`src/logic/divider_select_code_pkg.sv`:
```
// Constants and carriers for the output channel divider and phase sync logic
// ======================================
package divider_select_code_pkg;
   // ======================================
   // Register map
   localparam logic [7:0] ADDR_CONTROL = 8'h00;
   localparam logic [7:0] ADDR_DIVIDER = 8'h04;
   localparam logic [7:0] ADDR_OUTPUT  = 8'h08;
   localparam logic [7:0] ADDR_CAL     = 8'h0C;
   localparam logic [7:0] ADDR_STATUS  = 8'h10;
   localparam logic [7:0] ADDR_SETTLE  = 8'h14;
   // Control fields
   localparam int CTL_SLEEP_BIT = 0;
   localparam int CTL_CAL_BIT   = 1;
   localparam int CTL_SYNC_BIT  = 2;
   localparam int CTL_FRAC_BIT  = 3;
   // Output fields
   localparam int OUT_A_LSB  = 0;
   localparam int OUT_B_LSB  = 2;
   localparam int OUT_PA_LSB = 8;
   localparam int OUT_PB_LSB = 16;
   // Source select encoding
   localparam logic [1:0] SRC_DIVIDER = 2'h0;
   localparam logic [1:0] SRC_DIRECT  = 2'h1;
   localparam logic [1:0] SRC_SYSREF  = 2'h2;
   // Reset values
   localparam logic [31:0] CONTROL_RESET = 32'h00000000;
   localparam logic [31:0] DIVIDER_RESET = 32'h00000000;
   localparam logic [31:0] OUTPUT_RESET  = 32'h00000505;
   localparam logic [31:0] SETTLE_RESET  = 32'h00000040;
   localparam logic [31:0] CAL_RESET     = 32'h00000000;
   localparam logic [4:0]  CODE_MAX      = 5'h11;
   // Timing
   localparam int CLK_MHZ        = 40;
   localparam int CAL_TIME_US    = 20;
   localparam int CAL_CYCLES     = CAL_TIME_US * CLK_MHZ;

   typedef struct packed {
      logic [4:0] first_segment_ratio;
      logic [4:0] second_segment_ratio;
      logic [4:0] third_segment_ratio;
      logic [4:0] fourth_segment_ratio;
   } segments_t;

   typedef enum logic [1:0] {ST_IDLE, ST_CAL, ST_SETTLE, ST_ALIGNED} sync_state_t;
endpackage

```
`src/logic/output_channel_divider_sync.sv`:
```
// Channel divider, output power, power-down and phase sync control with a Wishbone slave
`default_nettype none
module output_channel_divider_sync #(
   parameter int CAL_CYCLES_P = divider_select_code_pkg::CAL_CYCLES
) (
   input  wire logic        clk_i,
   input  wire logic        rst_i,
   input  wire logic        wb_cyc_i,
   input  wire logic        wb_stb_i,
   input  wire logic        wb_we_i,
   input  wire logic [7:0]  wb_adr_i,
   input  wire logic [3:0]  wb_sel_i,
   input  wire logic [31:0] wb_dat_i,
   output logic      [31:0] wb_dat_o,
   output logic             wb_ack_o,
   output logic             wb_err_o,
   input  wire logic        chip_enable_i,
   input  wire logic        reference_input_i,
   input  wire logic        sync_pin_i,
   input  wire logic        vco_in_i,
   output logic             divided_o,
   output logic             divider_powered_o,
   output logic             powered_down_o,
   output logic [9:0]       divider_ratio_o,
   output logic [2:0]       feedback_extra_division_o,
   output logic [5:0]       output_a_current_o,
   output logic [5:0]       output_b_current_o,
   output logic             sync_retimed_o,
   output logic             phase_aligned_o
);
   if (CAL_CYCLES_P < 1) begin : g_chk
      $error("CAL_CYCLES_P must be at least 1");
   end

   // ======================================
   // Bus slave
   logic [31:0] control, divider, outsel, cal, settle;
   wire req      = wb_cyc_i & wb_stb_i & ~wb_ack_o & ~wb_err_o;
   wire hit_ctl  = wb_adr_i == divider_select_code_pkg::ADDR_CONTROL;
   wire hit_div  = wb_adr_i == divider_select_code_pkg::ADDR_DIVIDER;
   wire hit_out  = wb_adr_i == divider_select_code_pkg::ADDR_OUTPUT;
   wire hit_cal  = wb_adr_i == divider_select_code_pkg::ADDR_CAL;
   wire hit_sta  = wb_adr_i == divider_select_code_pkg::ADDR_STATUS;
   wire hit_set  = wb_adr_i == divider_select_code_pkg::ADDR_SETTLE;
   wire mapped   = hit_ctl | hit_div | hit_out | hit_cal | hit_sta | hit_set;
   wire wr       = req & wb_we_i & mapped;
   wire [31:0] mask = {{8{wb_sel_i[3]}}, {8{wb_sel_i[2]}}, {8{wb_sel_i[1]}}, {8{wb_sel_i[0]}}};

   function automatic logic [31:0] merge(input logic [31:0] old, input logic [31:0] d, input logic [31:0] m);
      merge = (old & ~m) | (d & m);
   endfunction

   // ======================================
   // Pin synchronisers
   logic [2:0] ce_s, ref_s, syn_s;
   wire ce_lvl  = ce_s[2];
   wire ref_rise = ref_s[1] & ~ref_s[2];
   wire syn_rise = syn_s[1] & ~syn_s[2];

   // ======================================
   // Decode and derived controls
   logic [4:0]  code;
   logic [1:0]  src_a, src_b;
   divider_select_code_pkg::segments_t seg;
   assign code  = divider[4:0];
   assign src_a = outsel[divider_select_code_pkg::OUT_A_LSB +: 2];
   assign src_b = outsel[divider_select_code_pkg::OUT_B_LSB +: 2];

   always_comb begin
      seg = '{5'h02, 5'h01, 5'h01, 5'h01};
      unique case (code)
         5'h00: seg = '{5'h02, 5'h01, 5'h01, 5'h01};
         5'h01: seg = '{5'h02, 5'h02, 5'h01, 5'h01};
         5'h02: seg = '{5'h02, 5'h03, 5'h01, 5'h01};
         5'h03: seg = '{5'h02, 5'h02, 5'h02, 5'h01};
         5'h04: seg = '{5'h02, 5'h03, 5'h02, 5'h01};
         5'h05: seg = '{5'h02, 5'h02, 5'h04, 5'h01};
         5'h06: seg = '{5'h02, 5'h02, 5'h06, 5'h01};
         5'h07: seg = '{5'h02, 5'h02, 5'h08, 5'h01};
         5'h08: seg = '{5'h02, 5'h03, 5'h08, 5'h01};
         5'h09: seg = '{5'h02, 5'h02, 5'h08, 5'h02};
         5'h0A: seg = '{5'h02, 5'h03, 5'h06, 5'h02};
         5'h0B: seg = '{5'h02, 5'h03, 5'h08, 5'h02};
         5'h0C: seg = '{5'h02, 5'h02, 5'h08, 5'h04};
         5'h0D: seg = '{5'h02, 5'h02, 5'h08, 5'h06};
         5'h0E: seg = '{5'h02, 5'h02, 5'h08, 5'h08};
         5'h0F: seg = '{5'h02, 5'h03, 5'h08, 5'h08};
         5'h10: seg = '{5'h02, 5'h02, 5'h08, 5'h10};
         5'h11: seg = '{5'h02, 5'h03, 5'h08, 5'h10};
         default: seg = '{5'h02, 5'h01, 5'h01, 5'h01};
      endcase
   end

   wire [19:0] ratio_full = seg.first_segment_ratio * seg.second_segment_ratio
                          * seg.third_segment_ratio * seg.fourth_segment_ratio;
   wire code_valid = code <= divider_select_code_pkg::CODE_MAX;

   wire sleep = ~ce_lvl | control[divider_select_code_pkg::CTL_SLEEP_BIT];
   wire div_pwr = ~sleep & ((src_a == divider_select_code_pkg::SRC_DIVIDER) |
                  (src_b == divider_select_code_pkg::SRC_DIVIDER) | (src_b == divider_select_code_pkg::SRC_SYSREF));

   wire both_direct = (src_a == divider_select_code_pkg::SRC_DIRECT) & (src_b == divider_select_code_pkg::SRC_DIRECT);
   wire [2:0] extra = ~control[divider_select_code_pkg::CTL_SYNC_BIT] | both_direct ? 3'h1 :
                      (seg.second_segment_ratio == 5'h03) ? 3'h6 : 3'h4;

   // States 32 to 47 mimic 16 to 31
   function automatic logic [5:0] drive(input logic [5:0] lvl);
      drive = (lvl[5:4] == 2'h2) ? {2'h1, lvl[3:0]} : lvl;
   endfunction

   // ======================================
   // Segment counters
   logic [4:0] cnt0, cnt1, cnt2, cnt3;
   logic       q3;
   logic [4:0] last_code;
   logic       vco_d;
   wire vco_edge = vco_in_i & ~vco_d;
   // Clear counters while unpowered, on an invalid code or on code change
   wire hold = ~div_pwr | ~code_valid | (code != last_code);
   wire w0 = cnt0 == seg.first_segment_ratio - 5'h01;
   wire t0 = vco_edge & w0;
   wire w1 = cnt1 == seg.second_segment_ratio - 5'h01;
   wire t1 = t0 & w1;
   wire w2 = cnt2 == seg.third_segment_ratio - 5'h01;
   wire t2 = t1 & w2;
   wire w3 = cnt3 == seg.fourth_segment_ratio - 5'h01;
   wire t3 = t2 & w3;

   always_ff @(posedge clk_i or posedge rst_i) begin
      if (rst_i) begin
         {cnt0, cnt1, cnt2, cnt3} <= '0;
         q3 <= 1'b0;
         last_code <= '0;
         vco_d <= 1'b0;
      end else begin
         vco_d <= vco_in_i;
         last_code <= code;
         if (hold) begin
            {cnt0, cnt1, cnt2, cnt3} <= '0;
            q3 <= 1'b0;
         end else begin
            if (vco_edge) cnt0 <= w0 ? 5'h00 : cnt0 + 5'h01;
            if (t0) cnt1 <= w1 ? 5'h00 : cnt1 + 5'h01;
            if (t1) cnt2 <= w2 ? 5'h00 : cnt2 + 5'h01;
            if (t2) cnt3 <= w3 ? 5'h00 : cnt3 + 5'h01;
            q3 <= t3 ? ~q3 : q3;
         end
      end
   end

   // ======================================
   // Sync and calibration sequencer
   divider_select_code_pkg::sync_state_t state;
   logic [15:0] timer;
   logic        sync_pend, sync_bit_d;
   wire cal_kick  = wr & hit_ctl & wb_sel_i[0] & wb_dat_i[divider_select_code_pkg::CTL_CAL_BIT];
   wire sw_sync   = control[divider_select_code_pkg::CTL_SYNC_BIT] & ~sync_bit_d;
   wire [15:0] settle_len = control[divider_select_code_pkg::CTL_FRAC_BIT] ? settle[15:0] + settle[31:16] : settle[15:0];

   always_ff @(posedge clk_i or posedge rst_i) begin
      if (rst_i) begin
         ce_s <= '0;
         ref_s <= '0;
         syn_s <= '0;
         control <= divider_select_code_pkg::CONTROL_RESET;
         divider <= divider_select_code_pkg::DIVIDER_RESET;
         outsel <= divider_select_code_pkg::OUTPUT_RESET;
         cal <= divider_select_code_pkg::CAL_RESET;
         settle <= divider_select_code_pkg::SETTLE_RESET;
         wb_ack_o <= 1'b0;
         wb_err_o <= 1'b0;
         wb_dat_o <= '0;
         state <= divider_select_code_pkg::ST_IDLE;
         timer <= '0;
         sync_pend <= 1'b0;
         sync_retimed_o <= 1'b0;
         sync_bit_d <= 1'b0;
      end else begin
         ce_s <= {ce_s[1:0], chip_enable_i};
         ref_s <= {ref_s[1:0], reference_input_i};
         syn_s <= {syn_s[1:0], sync_pin_i};
         wb_ack_o <= req & mapped;
         wb_err_o <= req & ~mapped;
         sync_bit_d <= control[divider_select_code_pkg::CTL_SYNC_BIT];
         if (wr & hit_ctl) control <= merge(control, wb_dat_i, mask);
         if (wr & hit_div) divider <= merge(divider, wb_dat_i, mask) & 32'h0000001F;
         if (wr & hit_out) outsel <= merge(outsel, wb_dat_i, mask) & 32'h003F3F0F;
         if (wr & hit_cal) cal <= merge(cal, wb_dat_i, mask);
         if (wr & hit_set) settle <= merge(settle, wb_dat_i, mask);
         if (req & ~wb_we_i) begin
            wb_dat_o <= hit_ctl ? control : hit_div ? divider : hit_out ? outsel : hit_cal ? cal :
                        hit_set ? settle : hit_sta ? {24'h0, ~code_valid, div_pwr, sleep,
                        phase_aligned_o, 2'h0, state} : 32'h0;
         end
         sync_retimed_o <= 1'b0;
         if (sync_pend & ref_rise & control[divider_select_code_pkg::CTL_SYNC_BIT]) begin
            sync_pend <= 1'b0;
            sync_retimed_o <= 1'b1;
         end
         // New request in the same cycle as the retime wins, so it is not lost
         if (syn_rise | sw_sync) sync_pend <= 1'b1;
         // Aligned only after calibration and settling
         // Calibration runs its full length from any seed unless sleep returns the state to idle
         if (sleep) begin
            state <= divider_select_code_pkg::ST_IDLE;
         end else begin
            unique case (state)
               divider_select_code_pkg::ST_IDLE, divider_select_code_pkg::ST_ALIGNED: begin
                  if (cal_kick | (sync_retimed_o & control[divider_select_code_pkg::CTL_CAL_BIT])) begin
                     state <= divider_select_code_pkg::ST_CAL;
                     timer <= 16'(CAL_CYCLES_P);
                  end
               end
               divider_select_code_pkg::ST_CAL: begin
                  timer <= timer - 16'h0001;
                  if (timer == 16'h0001) begin
                     state <= divider_select_code_pkg::ST_SETTLE;
                     timer <= (settle_len == 16'h0000) ? 16'h0001 : settle_len;
                  end
               end
               divider_select_code_pkg::ST_SETTLE: begin
                  timer <= timer - 16'h0001;
                  if (timer == 16'h0001) state <= divider_select_code_pkg::ST_ALIGNED;
               end
            endcase
         end
      end
   end

   // ======================================
   // Outputs
   assign divided_o                 = q3;
   assign divider_powered_o         = div_pwr;
   assign powered_down_o            = sleep;
   assign divider_ratio_o           = code_valid ? ratio_full[9:0] : 10'h000;
   assign feedback_extra_division_o = extra;
   assign output_a_current_o        = drive(outsel[divider_select_code_pkg::OUT_PA_LSB +: 6]);
   assign output_b_current_o        = drive(outsel[divider_select_code_pkg::OUT_PB_LSB +: 6]);
   assign phase_aligned_o           = state == divider_select_code_pkg::ST_ALIGNED;
endmodule
`default_nettype wire

```
`config.mk`:
```
export PLATFORM = sky130hd
export DESIGN_NAME = output_channel_divider_sync
export DESIGN_NICKNAME = d
export VERILOG_FILES = /design/src/logic/divider_select_code_pkg.sv /design/src/logic/output_channel_divider_sync.sv
export SDC_FILE = /design/constraint.sdc
export NUM_CORES = 1
export LEC_CHECK = 0
export ABC_AREA = 1
export BUFFER_PORTS_ARGS = -buffer_cell sky130_fd_sc_hd__buf_2
export CELL_PAD_IN_SITES_DETAIL_PLACEMENT = 0
export CELL_PAD_IN_SITES_GLOBAL_PLACEMENT = 1
export CORE_AREA = 4 4 218 199
export CTS_CLUSTER_SIZE = 28
export DETAILED_ROUTE_END_ITERATION = 10
export DIE_AREA = 0 0 222 203
export PLACE_DENSITY_LB_ADDON = 0.08
export SYNTH_ARGS = -nofsm -noshare
export SYNTH_HDL_FRONTEND = slang
export SYNTH_SLANG_ARGS = --single-unit
```
`constraint.sdc`:
```
create_clock -name clk_i -period 7.6 [get_ports clk_i]
set_clock_uncertainty 0.1 [all_clocks]
set_input_delay 1.14 -clock clk_i [delete_from_list [all_inputs] [get_ports clk_i]]
set_output_delay 1.14 -clock clk_i [all_outputs]
set_load 0.05 [all_outputs]
```
* After elaboration in Yosys (flattened, before gate mapping)
Memory sizes are Yosys's and may differ from the RTL's.
Index checks and enable logic that the tools add are counted.
** Storage, ports and cells
- Register bits :: 208
- ROM bits :: 352
- Input port bits :: 53
- Output and inout bits :: 64
- Word-level logic and storage cells :: 181
- Memories :: 1
** Memories
- (no name shown) :: depth 32, bits a word 11, rd ports 1, clocked after Yosys merged registers in 0, write ports 0, RTL line output_channel_divider_sync.sv:71 : unique case (code)
** Operators by class
- Add/subtract/negate cells :: 10
- Multiply operators :: 3
- $lt $le $gt $ge :: 1
- Eq/ne operators :: 24
- Multiplexer cells :: 38
- Bitwise gates (word level) :: 67
- Reduce and logical (&&, ||, !) cells :: 14
** Operators with widths (number)
- two-way mux 32 bit :: 5
- AND 32 bit :: 4
- bitwise OR 32 bit :: 3
- two-way mux 16 bit :: 4
- two-way mux 5 bit :: 12
- one-hot mux 16 bit (3 select lines) :: 1
- NOT 32 bit :: 1
- AND 1 bit :: 28
- AND 22 bit :: 1
- bitwise OR 22 bit :: 1
- adder 5 x 1 -> 5 bit, second input constant :: 4
- == test 5 bit :: 4
- adder 16 bit :: 1
- == test 16 x 1 -> 1 bit, second input constant :: 1
- == test 8 x 4 -> 1 bit, second input constant :: 2
- == test 8 x 5 -> 1 bit, second input constant :: 2
- logical NOT 16 bit :: 1
- subtractor 16 x 1 -> 16 bit, second input constant :: 1
- multiplier 10 x 5 -> 15 bit :: 1
- multiplier 15 x 5 -> 10 bit :: 1
- subtractor 5 x 1 -> 5 bit, second input constant :: 3
- NOT 1 bit :: 14
- bitwise OR 1 bit :: 13
- two-way mux 6 bit :: 2
- 24 further kinds :: 47

* Longest topological paths before layout
Gate-level depths: netlist of the first run.
- Word-level depth :: 14
- Mapped depth :: 29
- Gate-level depth less buffers :: 28

* Least setup slack after synthesis of the first run
No wires, ideal clock.
- Path type :: flip-flop to output port
- Start point :: reg (tool-made name)
- End point :: out divider_ratio_o[7]
- Arrival time :: 5.645 ns
- Required time :: 6.360 ns
- Path slack :: 0.715 ns
- Stages on the path, launching flop included :: 24
- Path buffers :: 1
- Path through :: dfrtp_1 buf_2 inv_2 ha_1 nand2_1 nor2_1 nand2_1 nand2_2 nor2_1 ha_1 ha_1 ha_1 inv_1 nor2_1 fa_1 fa_1 inv_1 fa_1 inv_1 ha_1 inv_1 o31ai_1 nor2_1 nor3_1
** RTL lines
- end: declaration :: RTL line output_channel_divider_sync.sv:24 : output logic [9:0] divider_ratio_o,

==> metrics.md, run 1 <==
| Metric | Value |
|---|---|
| Final Hold Fails | 0 |
| Data required, critical path | around 6.4 ns |
| Post-synth EDFFs | 0 |
| Slew headroom | 29.41% |
| Most common cell after layout, fill and taps aside | nand2_1 |
| Post-synthesis sequential area ratio | a little over two fifths |
| Pwr Density | about 180 mW/mm2 |
| Post-route clock period utilization | between 90 and 100% |
| Starting DRC count in detailed routing | ~490 |
| Number of routed nets with antenna violations | 0 |
| Total routed wirelength | approximately 37000 um |
| Nets | 1815 |
| Worst-path fanout max | 7 |
| Setup-failing EPs final | 0 |
| Vias in the first global route | 10390 |
| Ys Warns | 0 |
| Die height | 203 um |
| Max incr delay on CP | ~0.54 ns |
| Clock Sink Count | roughly 210 |
| Die area | between 0.04 and 0.05 mm2 |
| Cts hold-fix bufs | 0 |
| Largest net degree at the start of global routing | 86 |
| Remaining DRCs | 0 |
| Initial Util | between 20% and 30% |
| H-tree depth | 1 |
| Commonest cells after routing, fill and taps aside | 446 x nand2_1, 204 x inv_1, 198 x dfrtp_1 |
| Placeable Area | around 0.041 mm2 |
| Data arrival, critical path | around 6.0 ns |
| P&R area growth vs syn | 17.16% |
| Hpwl dp | approximately 28000 um |
| Cell mode on critical path | inv_1 |
| Syn avg cell area | 7.746 um2 |
| Switching share of power | 23.63% |
| Site Rows | just over 70 |
| Total leakage power | about 7.2 nW |
| Pins Over Slew Limit | 0 |
| Setup TNS Final | 0 ns |
| Min cycle time layout | slightly above 7 ns |
| Async SR Flop Fraction | 100.0% |
| Worst R2R Setup Slack | 4.60 ns |
| WL met3 | between 1000 and 1500 um |
| Max-Cap Viols | 0 |
| RD Place Congestion | 0.8042 |
| DR WL met2 | approximately 18000 um |
| Die width | ~220 um |
| Comb pwr share | around 4.4% |
| Drt wl/cell | 16.58 um |
| Syn Std Cell Area | 0.01224 mm2 |
| Post-Layout Cell Count | between 2000 and 2500 |
| Syn Inst Count | between 1500 and 2000 |
| Grt ovf | 0 |
| First-pass GRT wire length | 59590 um |
| # IOs | around 120 |
| Clk network pwr share | roughly 52% |
| Hold Path Class | reg -> reg |
| VDD IR max | 0.0001326 V |
| Latest clock arrival within the worst-skew pair | about 0.55 ns |
| DR vias/cell | roughly 4.6 |
| Wl on met1 | 17470 um |
| DRT Pass-1 Iters | 5 |
| Clock Tree Buf Depth | 3 |
| Detailed-route via count | 10450 |
| Clk pin slew, worst setup/hold paths | around 0.060 ns |
| Total track usage | 16.44% |
| Worst-Margin Slew | around 1.1 ns |
| CP Launch Type | flip-flop |
| Top layer in use | met4 |
| Status | finished clean |
| Cell Int Power | between 1.5 and 2 mW |
| Setup crit end | divider_ratio_o[9] |
| Layout cells sized above 1 | between 10% and 20% |
| CTS tree | yes |
| Critical path capture point type | output pin |
| Crit path kind | reg -> out |
| Number of buffers created by CTS | 26 |
| Worst reg2reg endpoint | divided_o |
| Setup WS pre-CTS | roughly 0.60 ns |
| Peak Freq | between 100 and 150 MHz |
| R2r worst-path depth | 18 |
| CTS Root Cell | clkbuf_16 |
| Placed Instances | roughly 2200 |
| Initial antenna violation count | 0 |
| Synthesized flop and latch total | 208 |
| Fin worst setup slack | between 0.3 and 0.4 ns |
| NetSw | roughly 0.60 mW |
| Top FF cell, synth | dfrtp_1 |
| Critical Path Slowest Stage Cell | fa_1 |
| Antenna cell count | 0 |
| Seq pwr share | a little over two fifths |
| PortBufs | approximately 120 |
| Synth unique cells | 60 |
-- worst min-delay path by stage --
stage	to	depth (start not counted)	startpoint
after floorplan	ce_s[1]	0	ce_s[0]
after global placement	syn_s[1]	0	syn_s[0]
after detailed placement	ref_s[1]	0	ref_s[0]
after CTS	syn_s[1]	0	syn_s[0]
after global routing	syn_s[1]	0	syn_s[0]
final	syn_s[1]	0	syn_s[0]
-- power groups by stage --
| stage | registers [mW] | clock network, mW | logic, mW |
|---|---|---|---|
| after floorplan | 1.15 | 0 | 0.0588 |
| after global routing | 1.12 | 1.41 | 0.128 |
| after detailed placement | 1.14 | 0 | 0.117 |
| after global placement | 1.14 | 0 | 0.117 |
| after CTS | 1.12 | 1.37 | 0.117 |
| final | 1.12 | 1.32 | 0.113 |
-- synthesized netlist by cell type, types with 14 or more instances --
cell type	n	share of area (%)
dfrtp_1	203	42
nand2_2	16	0.82
nand2_1	447	14
o21ai_0	114	4.7
xor2_1	29	2.1
nor3_1	15	0.61
clkbuf_1	23	0.71
nor2_1	111	3.4
fa_1	14	2.3
o21ai_1	67	2.7
inv_1	205	6.3
ha_1	54	5.5
nand3_1	68	2.8
a21oi_1	46	1.9
-- cell families after synthesis --
family                     Yosys count  synth area share, %
and+or+nand+nor                    701                24.10
AOI/OAI and AO/OA                  295                13.86
buffers and inverters              266                8.721
DFF                                208                42.58
adders and majority gates           68                7.811
xor gates and xnor gates            40                2.863
other                                2              0.06137
-- layer usage --
layer  vias to the layer above  GRT usage, %
met5                         -             0
met4                         0         3.145
met3                        38         2.559
met2                       149         28.04
met1                      4966         22.41
li1                       5297             -
-- repair_timing --
item                       in CTS  in global routing
pin swaps                       0                  3
buffers inserted                0                 11
setup endpoints to repair       1                  3
gates resized for setup         1                 13
-- cell type report --
cell class | count | area, um2
Clock buffer | 40 | 783.3
Sequential cell | 208 | 5218
Fill cell | 4511 | 26880
Multi-Input combinational cell | 1109 | 6008
Tap cell | 547 | 684.4
Inverter | 220 | 839.6
Clock inverter | 7 | 123.9
Timing Repair Buffer | 129 | 680.7
-- stage by stage --
step	area, um2	power, mW	utilization, %	hold slack [ns]
floorplan	12250	1.210	-	0.2312
global placement	13300	1.259	32.28	0.2361
detailed placement	13300	1.259	32.28	0.2347
CTS	14210	2.607	34.48	0.2539
global route	14340	2.662	34.78	0.2681
finish	14340	2.555	34.78	0.2501
-- worst max-delay path: cells and delay by family (launching register included) --
kind / cells / cell delay (ns)
adders and majority gates: 8 / 2.92
AOI/OAI and AO/OA: 3 / 0.59
buffers and inverters: 7 / 0.63
DFF: 1 / 0.45
and+or+nand+nor: 10 / 0.84
Power figures use the tool's default switching activity.
==> run 2: changes to the inputs <==
Settings changed: BUFFER_PORTS_ARGS -buffer_cell sky130_fd_sc_hd__buf_2 to -buffer_cell sky130_fd_sc_hd__clkbuf_2, REMOVE_ABC_BUFFERS set to 1.
Clock period 7.6 ns to 8.2 ns, I/O delays scaled along.
==> run 2 against run 1 <==
Worst setup slack gained 0.22 ns. Global-route usage about the same. Clock power is 7% lower. Largest power group unchanged. Critical path depth decreased by 1. Die area unchanged. Register-to-register slack improved by 0.50 ns. First-iteration DRC count rose by 30%. Largest cell class unchanged. Total power shrank 7.1%. Clock-buffer cell count decreased by 2. Core utilization decreased by 0.26 points. Hold slack about the same.
==> metrics.md, run 2 (synthesis results as in run 1) <==
| Metric | Value |
|---|---|
| R2r worst-path depth | 17 (was 18) |
| Max-Cap Viols | 0 (unchanged) |
| Placeable Area | 0.04122 mm2 (unchanged) |
| CTS Root Cell | clkbuf_16 (unchanged) |
| Site Rows | 71 (unchanged) |
| Crit path kind | reg -> out (unchanged) |
| H-tree depth | 1 (unchanged) |
| Crit path max-delay family | adder cells (unchanged) |
| RSZ-0062 raised after global routing | false |
| Worst-Margin Slew | 1.142 ns (was 1.059 ns) |
| Most common cell after layout, fill and taps aside | nand2_1 (unchanged) |
| Vias in the first global route | 10370 (was 10390) |
| CTS tree | yes (unchanged) |
| Initial Util | 29.69% (unchanged) |
| Nets | 1806 (was 1815) |
| Clock Tree Buf Depth | 3 (unchanged) |
| Peak Freq | ~130 MHz |
| Total track usage | 16.48% (was 16.44%) |
| Worst R2R Setup Slack | 5.10 ns (was 4.60 ns) |
| Grt ovf | 0 (unchanged) |
| Layout cells sized above 1 | 13.61% (was 14.71%) |
| Min cycle time layout | approximately 7.6 ns |
| # IOs | 117 (unchanged) |
| Worst-path fanout max | 12 (was 7) |
| Initial antenna violation count | 0 (unchanged) |
| Switching share of power | 23.85% (was 23.63%) |
| DRT Pass-1 Iters | 7 (was 5) |
| Final Hold Fails | 0 (unchanged) |
| PortBufs | 115 (unchanged) |
| Die area | 0.04507 mm2 (unchanged) |
| Pins Over Slew Limit | 0 (unchanged) |
| Clk pin slew, worst setup/hold paths | 0.06 ns (about the same) |
| Number of routed nets with antenna violations | 0 (unchanged) |
| Remaining DRCs | 0 (unchanged) |
| Max incr delay on CP | 0.59 ns (was 0.54 ns) |
| Seq pwr share | 43.9% (about the same) |
| Drt wl/cell | 16.54 um (was 16.58 um) |
| Die height | 203 um (unchanged) |
| Crit. path cell count | 27 (was 28) |
| Worst path bufs/invs | 8 (was 7) |
| Latest clock arrival within the worst-skew pair | 0.56 ns (was 0.55 ns) |
| NetSw | 0.5662 mW (was 0.6036 mW) |
| RD Place Congestion | 0.7846 (was 0.8042) |
| Post-cts sizing count | 0 (was 1) |
| Clock Sink Count | 208 (unchanged) |
| Setup TNS Final | 0 ns (unchanged) |
| Die width | 222 um (unchanged) |
| DR vias/cell | 4.533 (was 4.624) |
| Starting DRC count in detailed routing | 640 (was 492) |
| Fillers | 4506 (was 4511) |
| Post-route clock period utilization | between 90 and 100% |
| Slew headroom | 23.81% (was 29.41%) |
| Pwr Density | 166.8 mW/mm2 (was 178.2 mW/mm2) |
| Hold_sp | ce_s[1] (was syn_s[0]) |
| Setup crit end | divider_ratio_o[9] (unchanged) |
| Data arrival, critical path | 6.25 ns (was 5.97 ns) |
| P&R area growth vs syn | 16.27% (was 17.16%) |
| Total routed wirelength | 37260 um (was 37480 um) |
| CP Launch Type | flip-flop (unchanged) |
| Critical path capture point type | output pin (unchanged) |
| Detailed-route via count | 10210 (was 10450) |
| Status | finished clean (unchanged) |
| Cell Int Power | 1.808 mW (was 1.951 mW) |
| Clk network pwr share | 51.7% (was 51.6%) |
| Largest net degree at the start of global routing | 74 (was 86) |
| Comb pwr share | 4.4% (about the same) |
| Hold Path Class | reg -> reg (unchanged) |
| First-pass GRT wire length | 59460 um (was 59590 um) |
| Cts hold-fix bufs | 0 (unchanged) |
| Worst reg2reg endpoint | divided_o (unchanged) |
| Setup-failing EPs final | 0 (unchanged) |
| Data required, critical path | 6.87 ns (was 6.36 ns) |
| Number of buffers created by CTS | 26 (unchanged) |
| Total leakage power | 7.065 nW (was 7.156 nW) |
| VDD IR max | 0.0001464 V (was 0.0001326 V) |
| Critical Path Slowest Stage Cell | dfrtp_1 (was fa_1) |
| Hpwl dp | 27830 um (was 27960 um) |
| Commonest cells after routing, fill and taps aside | 447 x nand2_1, 204 x inv_1, 203 x dfrtp_1 (was 446 x nand2_1, 204 x inv_1, 198 x dfrtp_1) |
| Power, Total | 2.374 mW (was 2.555 mW) |
| Post-CTS Setup Repair Bufs | 0 (unchanged) |
-- run 2: changes by cell type in the layout (fill, tap and decap cells not counted), sizes merged --
cell / delta
diode: +1
clkinvlp: +3
buf: -122
bufinv: +1
clkinv: -1
clkbuf: +111
-- run 2: metrics by stage --
stage	cells	util (%)	instance area [um2]	setup WS [ns]	hold WS [ns]
3_3_place_gp	2204	32.31	13320	1.184	0.2372
5_1_grt	2252	34.51	14230	0.006462	0.2563
6_report	2253	34.52	14230	0.6174	0.2496
3_5_place_dp	2204	32.31	13320	1.127	0.2373
2_1_floorplan	1537	-	12010	1.197	0.2312
4_1_cts	2252	34.51	14230	0.5273	0.2535
-- run 2: worst min path at each step --
stage | cells past startpoint | end
floorplan | 0 | ce_s[1]
global placement | 0 | ce_s[2]
detailed placement | 0 | ce_s[2]
CTS | 0 | ce_s[2]
global route | 0 | ce_s[1]
finish | 0 | ce_s[2]
-- run 2: power groups by stage --
stage | registers [mW] | clock network, mW | logic [mW]
finish | 1.04 | 1.23 | 0.104
global route | 1.04 | 1.31 | 0.119
CTS | 1.04 | 1.27 | 0.109
detailed placement | 1.06 | 0 | 0.109
global placement | 1.06 | 0 | 0.109
floorplan | 1.07 | 0 | 0.0533
-- run 2: layout make-up --
class,instances,area (um2),share of cell area [%]
tap,547,684.4,4.810
sequential,208,5211,36.63
timing repair buffer,120,613.1,4.309
multi-input combinational,1109,5973,41.98
clock inverter,10,171.4,1.205
antenna,1,2.502,0.01759
inverter,220,837.1,5.883
clock buffer,38,735.7,5.171
-- run 2: metal layers --
| layer | GRT usage, % | share of wire, % | up-vias |
|---|---|---|---|
| met1 | 23.01 | 49 | 4755 |
| met5 | 0 | 0 | - |
| met3 | 2.588 | 3.3 | 37 |
| met4 | 3.411 | 2.0 | 0 |
| met2 | 27.33 | 46 | 151 |
| li1 | - | - | 5269 |
